==> config.mk <==
export PLATFORM = sky130hd
export DESIGN_NAME = lmi_exec
export DESIGN_NICKNAME = d
export VERILOG_FILES = /design/src/core/lmi_pkg.sv /design/src/core/lmi_exec.sv
export SDC_FILE = /design/constraint.sdc
export NUM_CORES = 1
export LEC_CHECK = 0
export BUFFER_PORTS_ARGS = -buffer_cell sky130_fd_sc_hd__buf_2
export CAP_MARGIN = 40
export CORE_UTILIZATION = 50
export CTS_CLUSTER_SIZE = 25
export DETAILED_ROUTE_END_ITERATION = 16
export HOLD_SLACK_MARGIN = 0.05
export PLACE_DENSITY_LB_ADDON = 0.2
export SLEW_MARGIN = 20
export SYNTH_ARGS = -nofsm -noshare
export SYNTH_HDL_FRONTEND = slang
export SYNTH_SLANG_ARGS = --single-unit
==> constraint.sdc <==
create_clock -name clk_i -period 3.75 [get_ports clk_i]
set_input_delay 0.1875 -clock clk_i [delete_from_list [all_inputs] [get_ports clk_i]]
set_output_delay 0.1875 -clock clk_i [all_outputs]
set_load 0.005 [all_outputs]
==> src/core/lmi_pkg.sv <==
// package: constants and types for the literal/move/indirect/return executor
package lmi_pkg;
	// operand field and register widths
	localparam int unsigned BANK_W = 6;
	localparam int unsigned PAGE_W = 7;
	localparam int unsigned DATA_W = 8;
	localparam int unsigned FADDR_W = 7;
	localparam int unsigned PTR_W = 16;
	localparam int unsigned OFS_W = 6;
	localparam int unsigned PC_W = 15;
	// bit positions
	localparam int unsigned IRQ_EN_BIT = 7;
	localparam int unsigned SRF_BIT = 2;
	// reset values and pointer step
	localparam logic [BANK_W-1:0] BANK_RST = 6'h00;
	localparam logic [PAGE_W-1:0] PAGE_RST = 7'h00;
	localparam logic [DATA_W-1:0] ACC_RST = 8'h00;
	localparam logic [PTR_W-1:0] PTR_RST = 16'h0000;
	localparam logic [PC_W-1:0] PC_RST = 15'h0000;
	localparam logic [DATA_W-1:0] IRQC_RST = 8'h00;
	localparam logic [DATA_W-1:0] PWRC_RST = 8'h04;
	localparam logic [PTR_W-1:0] PTR_ONE = 16'h0001;
	// cycle counts
	localparam int unsigned RETI_CYCLES = 2;
	// wishbone offsets (byte addresses)
	localparam logic [7:0] A_CMD = 8'h00;
	localparam logic [7:0] A_OPND = 8'h04;
	localparam logic [7:0] A_ACC = 8'h08;
	localparam logic [7:0] A_BANK = 8'h0C;
	localparam logic [7:0] A_PAGE = 8'h10;
	localparam logic [7:0] A_PTR0 = 8'h14;
	localparam logic [7:0] A_PTR1 = 8'h18;
	localparam logic [7:0] A_IRQC = 8'h1C;
	localparam logic [7:0] A_PWRC = 8'h20;
	localparam logic [7:0] A_PC = 8'h24;
	localparam logic [7:0] A_STAT = 8'h28;
	localparam logic [7:0] A_STKTOP = 8'h2C;

	typedef enum logic [2:0] {
		OP_NONE,
		OP_LDBANK,
		OP_LDPAGE,
		OP_LDACC,
		OP_STF,
		OP_STI,
		OP_RESET,
		OP_RETI
	} lmi_op_t;

	typedef enum logic [1:0] {
		PM_PREINC,
		PM_PREDEC,
		PM_POSTINC,
		PM_POSTDEC
	} lmi_pmode_t;

	typedef enum {
		ST_IDLE,
		ST_RET2
	} lmi_state_t;
endpackage : lmi_pkg

==> src/core/lmi_exec.sv <==
// executor for literal loads, accumulator stores, indirect store, reset and interrupt return
`timescale 1ns/1ps
`default_nettype none
module lmi_exec
	import lmi_pkg::*;
(
	input wire logic clk_i,
	input wire logic rst_i,
	input wire logic ce_i,
	// classic wishbone slave
	input wire logic cyc_i,
	input wire logic stb_i,
	input wire logic we_i,
	input wire logic [7:0] adr_i,
	input wire logic [3:0] sel_i,
	input wire logic [31:0] dat_i,
	output logic [31:0] dat_o,
	output logic ack_o,
	// return stack
	input wire logic [lmi_pkg::PC_W-1:0] stack_top_i,
	output logic stack_pop_o,
	// data memory write port
	output logic mem_we_o,
	output logic [lmi_pkg::PTR_W-1:0] mem_addr_o,
	output logic [lmi_pkg::DATA_W-1:0] mem_data_o,
	// device reset request and fetch flush
	output logic soft_reset_o,
	output logic flush_o
);
	import lmi_pkg::*;

	// ***********************************
	// registers
	// ***********************************
	logic [DATA_W-1:0] accum_q;
	logic [BANK_W-1:0] bank_q;
	logic [PAGE_W-1:0] page_q;
	logic [PTR_W-1:0] ptr_q [2];
	logic [DATA_W-1:0] irqc_q;
	logic [DATA_W-1:0] pwrc_q;
	logic [PC_W-1:0] pc_q;
	logic [15:0] opnd_q;
	lmi_state_t state_q;
	logic go;
	logic wr;
	lmi_op_t op;
	lmi_pmode_t pm;
	logic psel;
	logic rel;
	logic [PTR_W-1:0] ptr_cur;
	logic [PTR_W-1:0] ptr_new;
	logic [PTR_W-1:0] ea;
	logic busy;

	function automatic logic [PTR_W-1:0] ptr_step(input logic [PTR_W-1:0] p, input logic dec);
		// natural 16-bit wrap, no flag output
		ptr_step = dec ? PTR_W'(p - PTR_ONE) : PTR_W'(p + PTR_ONE);
	endfunction

	// ***********************************
	// command decode
	// ***********************************
	// operand word: [5:0]/[6:0]/[7:0] literal or file address, [9:8] mode,
	// [10] pointer select, [11] relative form, [5:0] signed offset when relative
	assign wr = cyc_i && stb_i && we_i && !ack_o && ce_i;
	assign busy = (state_q != ST_IDLE);
	assign go = wr && (adr_i == A_CMD) && sel_i[0] && !busy;
	assign op = lmi_op_t'(dat_i[2:0]);
	assign pm = lmi_pmode_t'(opnd_q[9:8]);
	assign psel = opnd_q[10];
	assign rel = opnd_q[11];
	assign ptr_cur = ptr_q[psel];

	always_comb begin
		ptr_new = ptr_cur;
		ea = ptr_cur;
		if (rel) begin
			// sign-extended offset, pointer itself stays
			ea = PTR_W'(ptr_cur + {{(PTR_W-OFS_W){opnd_q[OFS_W-1]}}, opnd_q[OFS_W-1:0]});
		end else begin
			case (pm)
				PM_PREINC: begin
					ptr_new = ptr_step(ptr_cur, 1'b0);
					ea = ptr_new;
				end
				PM_PREDEC: begin
					ptr_new = ptr_step(ptr_cur, 1'b1);
					ea = ptr_new;
				end
				PM_POSTINC: begin
					ptr_new = ptr_step(ptr_cur, 1'b0);
				end
				PM_POSTDEC: begin
					ptr_new = ptr_step(ptr_cur, 1'b1);
				end
				default: begin
					ptr_new = ptr_cur;
				end
			endcase
		end
	end

	// ***********************************
	// operand register
	// ***********************************
	always_ff @(posedge clk_i) begin
		if (rst_i) begin
			opnd_q <= 16'h0000;
		end else if (wr && adr_i == A_OPND) begin
			if (sel_i[0]) opnd_q[7:0] <= dat_i[7:0];
			if (sel_i[1]) opnd_q[15:8] <= dat_i[15:8];
		end
	end

	// ***********************************
	// architectural registers
	// ***********************************
	// no status register here: none of these ops may alter flags
	always_ff @(posedge clk_i) begin
		if (rst_i || soft_reset_o) begin
			accum_q <= ACC_RST;
			bank_q <= BANK_RST;
			page_q <= PAGE_RST;
			ptr_q[0] <= PTR_RST;
			ptr_q[1] <= PTR_RST;
			irqc_q <= IRQC_RST;
			pc_q <= PC_RST;
		end else if (ce_i) begin
			if (go) begin
				case (op)
					OP_LDBANK: bank_q <= opnd_q[BANK_W-1:0];
					OP_LDPAGE: page_q <= opnd_q[PAGE_W-1:0];
					OP_LDACC: accum_q <= opnd_q[DATA_W-1:0];
					OP_STI: ptr_q[psel] <= ptr_new;
					OP_RETI: irqc_q[IRQ_EN_BIT] <= 1'b1;
					default: begin
					end
				endcase
			end else if (state_q == ST_RET2) begin
				pc_q <= stack_top_i;
			end else if (wr && sel_i[0]) begin
				case (adr_i)
					A_ACC: accum_q <= dat_i[DATA_W-1:0];
					A_BANK: bank_q <= dat_i[BANK_W-1:0];
					A_PAGE: page_q <= dat_i[PAGE_W-1:0];
					A_IRQC: irqc_q <= dat_i[DATA_W-1:0];
					default: begin
					end
				endcase
			end
			if (!go && wr && adr_i == A_PTR0 && sel_i[1:0] == 2'b11) begin
				ptr_q[0] <= dat_i[PTR_W-1:0];
			end
			if (!go && wr && adr_i == A_PTR1 && sel_i[1:0] == 2'b11) begin
				ptr_q[1] <= dat_i[PTR_W-1:0];
			end
		end
	end

	// soft reset clears the flag; power-on (rst_i) or a bus write to A_PWRC sets it again
	always_ff @(posedge clk_i) begin
		if (rst_i) begin
			pwrc_q <= PWRC_RST;
		end else if (ce_i && go && op == OP_RESET) begin
			pwrc_q[SRF_BIT] <= 1'b0;
		end else if (ce_i && wr && adr_i == A_PWRC && sel_i[0]) begin
			pwrc_q <= dat_i[DATA_W-1:0];
		end
	end

	// ***********************************
	// sequencing and memory port
	// ***********************************
	always_ff @(posedge clk_i) begin
		if (rst_i) begin
			state_q <= ST_IDLE;
			stack_pop_o <= 1'b0;
			flush_o <= 1'b0;
			soft_reset_o <= 1'b0;
			mem_we_o <= 1'b0;
			mem_addr_o <= PTR_RST;
			mem_data_o <= ACC_RST;
		end else if (ce_i) begin
			stack_pop_o <= 1'b0;
			flush_o <= 1'b0;
			soft_reset_o <= 1'b0;
			mem_we_o <= 1'b0;
			case (state_q)
				ST_IDLE: begin
					if (go && op == OP_RETI) begin
						state_q <= ST_RET2;
						stack_pop_o <= 1'b1;
						flush_o <= 1'b1;
					end
				end
				ST_RET2: begin
					state_q <= ST_IDLE;
					flush_o <= 1'b1;
				end
				default: state_q <= ST_IDLE;
			endcase
			if (go && op == OP_STF) begin
				mem_we_o <= 1'b1;
				mem_addr_o <= {{(PTR_W-FADDR_W){1'b0}}, opnd_q[FADDR_W-1:0]};
				mem_data_o <= accum_q;
			end
			if (go && op == OP_STI) begin
				mem_we_o <= 1'b1;
				mem_addr_o <= ea;
				mem_data_o <= accum_q;
			end
			if (go && op == OP_RESET) begin
				soft_reset_o <= 1'b1;
			end
		end
	end

	// ***********************************
	// wishbone answer
	// ***********************************
	// one wait state: ack one cycle after the request, then dropped
	always_ff @(posedge clk_i) begin
		if (rst_i) begin
			ack_o <= 1'b0;
			dat_o <= 32'h0000_0000;
		end else if (ce_i) begin
			ack_o <= cyc_i && stb_i && !ack_o;
			case (adr_i)
				A_OPND: dat_o <= {16'h0000, opnd_q};
				A_ACC: dat_o <= {24'h000000, accum_q};
				A_BANK: dat_o <= {26'h0000000, bank_q};
				A_PAGE: dat_o <= {25'h0000000, page_q};
				A_PTR0: dat_o <= {16'h0000, ptr_q[0]};
				A_PTR1: dat_o <= {16'h0000, ptr_q[1]};
				A_IRQC: dat_o <= {24'h000000, irqc_q};
				A_PWRC: dat_o <= {24'h000000, pwrc_q};
				A_PC: dat_o <= {17'h00000, pc_q};
				A_STAT: dat_o <= {31'h00000000, busy};
				A_STKTOP: dat_o <= {17'h00000, stack_top_i};
				default: dat_o <= 32'h0000_0000;
			endcase
		end
	end

	// ***********************************
	// assertions
	// ***********************************
	property p_bank;
		@(posedge clk_i) disable iff (rst_i)
		(go && op == OP_LDBANK && !soft_reset_o) |=> bank_q == $past(opnd_q[BANK_W-1:0]);
	endproperty
	a_bank: assert property (p_bank) else $error("bank literal not loaded");
	property p_page;
		@(posedge clk_i) disable iff (rst_i)
		(go && op == OP_LDPAGE && !soft_reset_o) |=> page_q == $past(opnd_q[PAGE_W-1:0]);
	endproperty
	a_page: assert property (p_page) else $error("page literal not loaded");
	property p_acc;
		@(posedge clk_i) disable iff (rst_i)
		(go && op == OP_LDACC && !soft_reset_o) |=> accum_q == $past(opnd_q[DATA_W-1:0]);
	endproperty
	a_acc: assert property (p_acc) else $error("accum literal not loaded");
	property p_stf;
		@(posedge clk_i) disable iff (rst_i)
		(go && op == OP_STF) |=> mem_we_o && mem_data_o == $past(accum_q);
	endproperty
	a_stf: assert property (p_stf) else $error("file store missing");
	property p_pre;
		@(posedge clk_i) disable iff (rst_i)
		(go && op == OP_STI && !rel && pm == PM_PREINC) |=> mem_addr_o == ptr_q[$past(psel)];
	endproperty
	a_pre: assert property (p_pre) else $error("preincrement address wrong");
	property p_post;
		@(posedge clk_i) disable iff (rst_i)
		(go && op == OP_STI && !rel && pm == PM_POSTDEC) |=> mem_addr_o == $past(ptr_cur);
	endproperty
	a_post: assert property (p_post) else $error("postdecrement address wrong");
	property p_rel;
		@(posedge clk_i) disable iff (rst_i)
		(go && op == OP_STI && rel && !soft_reset_o) |=> ptr_q[$past(psel)] == $past(ptr_cur);
	endproperty
	a_rel: assert property (p_rel) else $error("relative form moved pointer");
	property p_wrap;
		@(posedge clk_i) disable iff (rst_i)
		(go && op == OP_STI && !rel && pm == PM_POSTINC && ptr_cur == 16'hFFFF)
			|=> ptr_q[$past(psel)] == 16'h0000;
	endproperty
	a_wrap: assert property (p_wrap) else $error("pointer did not wrap");
	property p_ri;
		@(posedge clk_i) disable iff (rst_i)
		(go && op == OP_RESET) |=> soft_reset_o && !pwrc_q[SRF_BIT];
	endproperty
	a_ri: assert property (p_ri) else $error("soft reset flag not cleared");
	property p_ret;
		@(posedge clk_i) disable iff (rst_i)
		(go && op == OP_RETI && ce_i) |=> stack_pop_o && flush_o ##1 flush_o && !stack_pop_o;
	endproperty
	a_ret: assert property (p_ret) else $error("return sequence wrong");
	property p_gie;
		@(posedge clk_i) disable iff (rst_i)
		(go && op == OP_RETI) |=> irqc_q[IRQ_EN_BIT];
	endproperty
	a_gie: assert property (p_gie) else $error("global enable not set");
	c_reti: cover property (@(posedge clk_i) disable iff (rst_i) go && op == OP_RETI);
	c_sti: cover property (@(posedge clk_i) disable iff (rst_i) go && op == OP_STI && rel);
	c_rst: cover property (@(posedge clk_i) disable iff (rst_i) go && op == OP_RESET);
endmodule : lmi_exec
`default_nettype wire

==> summary.md <==
| Metric | Value |
|---|---|
| Post-CTS setup buffer count | 0 |
| Floorplan core area | 0.0159 mm² |
| Number of H-tree branching levels | 4 |
| Path type of the worst setup path | flip-flop to flip-flop |
| Routed wirelength normalized by instance count | between 15 and 20 µm |
| Number of max-cap violations | 0 |
| Syn_area_per_cell | between 8 and 9 µm² |
| Clock input transition at the sequential cells of the worst setup and hold paths | 0.06 ns |
| Initial antenna violation count | 0 |
| Clock insertion delay at the later pin of the skew report | 0.42 ns |
| Number of global-route vias before repair | 6760 |
| Number of synthesized register bits | 147 |
| Total length of routed met3 wires | approximately 1800 µm |
| WL met2 | ~10000 µm |
| Number of buffers on the longest clock path | 2 |
| Library cell used as clock root buffer | sky130_fd_sc_hd__clkbuf_16 |
| Top routing layer in use | met4 |
| Total negative slack | 0 ns |
| Final instance area | 0.00964 mm² |
| Final Max Tran Viols | 0 |
| Register-to-register setup slack | 0.38 ns |
| Die X-Extent | 130 µm |
| Site row count | 46 |
| Clock net sink count | 147 |
| Clock tree from TritonCTS | yes |
| Synthesized cell area | approximately 0.008 mm² |
| Number of standard cells after synthesis | 933 |
| Area grow syn2layout | 18.2% |
| Worst Hold End | ack_o |
| Worst setup SP type | flip-flop |
| Count of unresolved DRC violations after routing | 0 |
| Result of the run | complete, no violations |
| Cells on Worst Hold Path | 3 |
| Final Util | around three fifths |
| M1 wire length | 10600 µm |
| Synthesis Warnings | 0 |
| GR Util All Layers | 28.8% |
| Placement Cell Area | about 0.0088 mm² |
| Port Buf Inserts | 91 |
| Biggest area contributors in the synthesized netlist | sky130_fd_sc_hd__dfxtp_1 (28%), sky130_fd_sc_hd__edfxtp_1 (12%), sky130_fd_sc_hd__mux2i_1 (6.5%), sky130_fd_sc_hd__nor2_1 (5.3%), sky130_fd_sc_hd__nand2_1 (4.9%) |
| Total grt overflow | 0 |
| Capturing element type of the critical path | flip-flop |
| Leading register cell type out of synthesis | sky130_fd_sc_hd__dfxtp_1 |
| Commonest cells in the netlist | sky130_fd_sc_hd__nor2_1 (116), sky130_fd_sc_hd__dfxtp_1 (115), sky130_fd_sc_hd__nand2_1 (106), sky130_fd_sc_hd__a21oi_1 (60), sky130_fd_sc_hd__mux2i_1 (53) |
| Antenna violation net count after detailed routing | 0 |
| Die Ht | 130 µm |
| Total detailed-routing wirelength | 23500 µm |
| Share of post-route cells with drive strength above 1 | 17.3% |
| Count of cell types in the netlist | 69 |
| DR pass1 iterations | 5 |
| Fin Clk Skew | slightly above 0.009 ns |
| Most repeated cell in the gate-level netlist after synthesis | sky130_fd_sc_hd__nor2_1 |
| Final critical-path required period | 3.37 ns |
| Area taken by flip-flops and latches | 0.00326 mm² |
| Post-synth EDFFs | 32 |
| Crit Reg-Reg Endpoint | mem_addr_o[14] |
| Area fraction of the dominant cell type after synthesis | around 28% |
| Number of cells traversed by the worst register-to-register path | 11 |
| Hold violation count in the final report | 0 |
| Antenna cells | 0 |
| Arrival time at the worst endpoint | around 3.7 ns |
| Maximum frequency from static timing analysis | 0.297 GHz |
| Global-route wire length before repair | 36700 µm |
| Peak ir drop on the vdd network | approximately 330 µV |
| Unrepaired setup endpoints after global routing | no |
| Effective utilization at floorplan | 51.3% |
| Top-Level Pins | 126 |
| Startpoint of the most critical hold path | stb_i |
| Routability congestion estimate | 0.868 |
| HPWL after detailed placement | 16600 µm |
| Crit path max fanout | 15 |
| Number of filler instances in the final layout | 1393 |
| Hold Path Class | primary input to flip-flop |
| Area enclosed by the die boundary | 0.0168 mm² |
| Worst relative slew slack | 45.9% |
| Largest area contributor in the netlist | sky130_fd_sc_hd__dfxtp_1 |
| Starting DRT DRC Count | 742 |
| Largest net degree at the start of global routing | 44 |
| Worst endpoint required time | between 4 and 5 ns |
| Clock buffer count from CTS | 17 |
| Fin nets | 1119 |
| Post-route clock period utilization | 89.8% |
| Area taken by multi-input logic gates | approximately 0.0045 mm² |
| Count of vias placed by the detailed router | 7443 |
| Slew at the pin closest to its max-slew limit | 0.811 ns |
| Async SR Flop Fraction | 0% |
| Standby leakage power | 3.56 nW |
| Power per cell area | slightly below 400 mW/mm² |
| Sequential-to-total area share from yosys stat | about 40% |
| Routed via count divided by cell count | 5.89 |
| Setup Viol. Count Final | 0 |
[worst max-delay path: stages (launching register included)]
cell and delay [ns]:
sky130_fd_sc_hd__dfxtp_1 0.72, sky130_fd_sc_hd__buf_4 0.34, sky130_fd_sc_hd__mux2i_1 0.38, sky130_fd_sc_hd__inv_1 0.13, sky130_fd_sc_hd__ha_1 0.34, sky130_fd_sc_hd__a21oi_1 0.24
sky130_fd_sc_hd__nand2_1 0.08, sky130_fd_sc_hd__o211ai_1 0.24, sky130_fd_sc_hd__o22ai_1 0.15, sky130_fd_sc_hd__o41ai_1 0.35, sky130_fd_sc_hd__xor2_1 0.18, sky130_fd_sc_hd__o22ai_1 0.09
[worst max-delay path by stage]
stage | from | endpoint | slack, ns
after floorplan | flip-flop | mem_addr_o[14] | 0.51
after global placement | flip-flop | mem_addr_o[14] | 0.51
after detailed placement | flip-flop | mem_addr_o[14] | 0.42
after CTS | flip-flop | mem_addr_o[14] | 0.39
after global routing | flip-flop | mem_addr_o[14] | 0.14
final | flip-flop | mem_addr_o[14] | 0.38
[through the flow]
stage | power, mW | hold WS [ns] | instances | setup slack [ns]
floorplan | 1.81 | 0.323 | 948 | 0.509
global placement | 1.89 | 0.437 | 1210 | 0.506
detailed placement | 1.89 | 0.441 | 1213 | 0.417
CTS | 3.73 | 0.0518 | 1264 | 0.394
global route | 3.84 | 0.0757 | 1264 | 0.138
finish | 3.72 | 0.0636 | 1264 | 0.382
[where the power goes]
group / internal [mW] / switching, mW
combinational: 0.0869 / 0.139
sequential: 1.63 / 0.0170
clock: 1.19 / 0.648
[cells by family (layout without fill, tap and decap cells)]
family	Yosys count	after routing	synth area share (%)
other	1	16	0.0460
AOI/OAI and AO/OA	266	266	22.3
xor gates and xnor gates	44	44	4.73
muxes	54	54	6.64
DFF	147	147	40.0
and+or+nand+nor	311	311	17.9
buffers and inverters	92	192	5.49
adders and majority gates	18	18	2.85
[flip-flops by register name, indices dropped and copies added (netlist names), 6 cells and up, named ones only]
name and flops:
opnd_q 16, pwrc_q 8, pc_q 15, mem_data_o 8, ptr_q 32, irqc_q 8, bank_q 6, dat_o 16
page_q 7, mem_addr_o 16, accum_q 8
[layout by cell type (no fill, tap or decap), types with 4 or more instances in the layout]
cell type                       count
sky130_fd_sc_hd__nor2_1           116
sky130_fd_sc_hd__dfxtp_1          115
sky130_fd_sc_hd__nand2_1          106
sky130_fd_sc_hd__buf_2             91
sky130_fd_sc_hd__a21oi_1           60
sky130_fd_sc_hd__mux2i_1           53
sky130_fd_sc_hd__o21ai_0           45
sky130_fd_sc_hd__a22oi_1           40
sky130_fd_sc_hd__xnor2_1           39
sky130_fd_sc_hd__edfxtp_1          32
sky130_fd_sc_hd__buf_4             29
sky130_fd_sc_hd__a211oi_1          25
sky130_fd_sc_hd__inv_1             20
sky130_fd_sc_hd__dlygate4sd3_1     20
sky130_fd_sc_hd__clkbuf_16         19
sky130_fd_sc_hd__nand3_1           18
sky130_fd_sc_hd__ha_1              17
sky130_fd_sc_hd__conb_1            16
sky130_fd_sc_hd__o211ai_1          12
sky130_fd_sc_hd__nor3_1            12
sky130_fd_sc_hd__o21bai_1          11
sky130_fd_sc_hd__o21ai_2            9
sky130_fd_sc_hd__a31oi_1            9
sky130_fd_sc_hd__a222oi_1           8
sky130_fd_sc_hd__nand2b_1           7
sky130_fd_sc_hd__nand4_1            6
sky130_fd_sc_hd__a311oi_1           6
sky130_fd_sc_hd__a221oi_1           6
sky130_fd_sc_hd__and4_1             5
sky130_fd_sc_hd__nand4b_1           5
sky130_fd_sc_hd__a32oi_1            5
sky130_fd_sc_hd__xor2_1             5
sky130_fd_sc_hd__a22o_1             5
sky130_fd_sc_hd__nor2b_1            4
sky130_fd_sc_hd__clkbuf_8           4
[per-layer routing]
metal / track usage (%) / vias up
met1: 40.0 / 3488
met3: 5.62 / 46
met2: 44.1 / 322
li1: - / 3587
met4: 11.4 / 0
met5: 0 / -
[final cells by class]
type	count	area share, %
timing repair buffer	141	9.17
multi-input combinational	709	46.7
clock buffer	24	5.54
sequential	147	33.8
clock inverter	7	1.19
inverter	20	0.779
tap	216	2.80
[what timing repair did]
action | CTS | global route
setup endpoints to repair | 0 | 0
gates resized for setup | 0 | 0
endpoints found under the hold margin | 20 | 0
hold buffers | 20 | 0
Power figures use the tool's default switching activity.
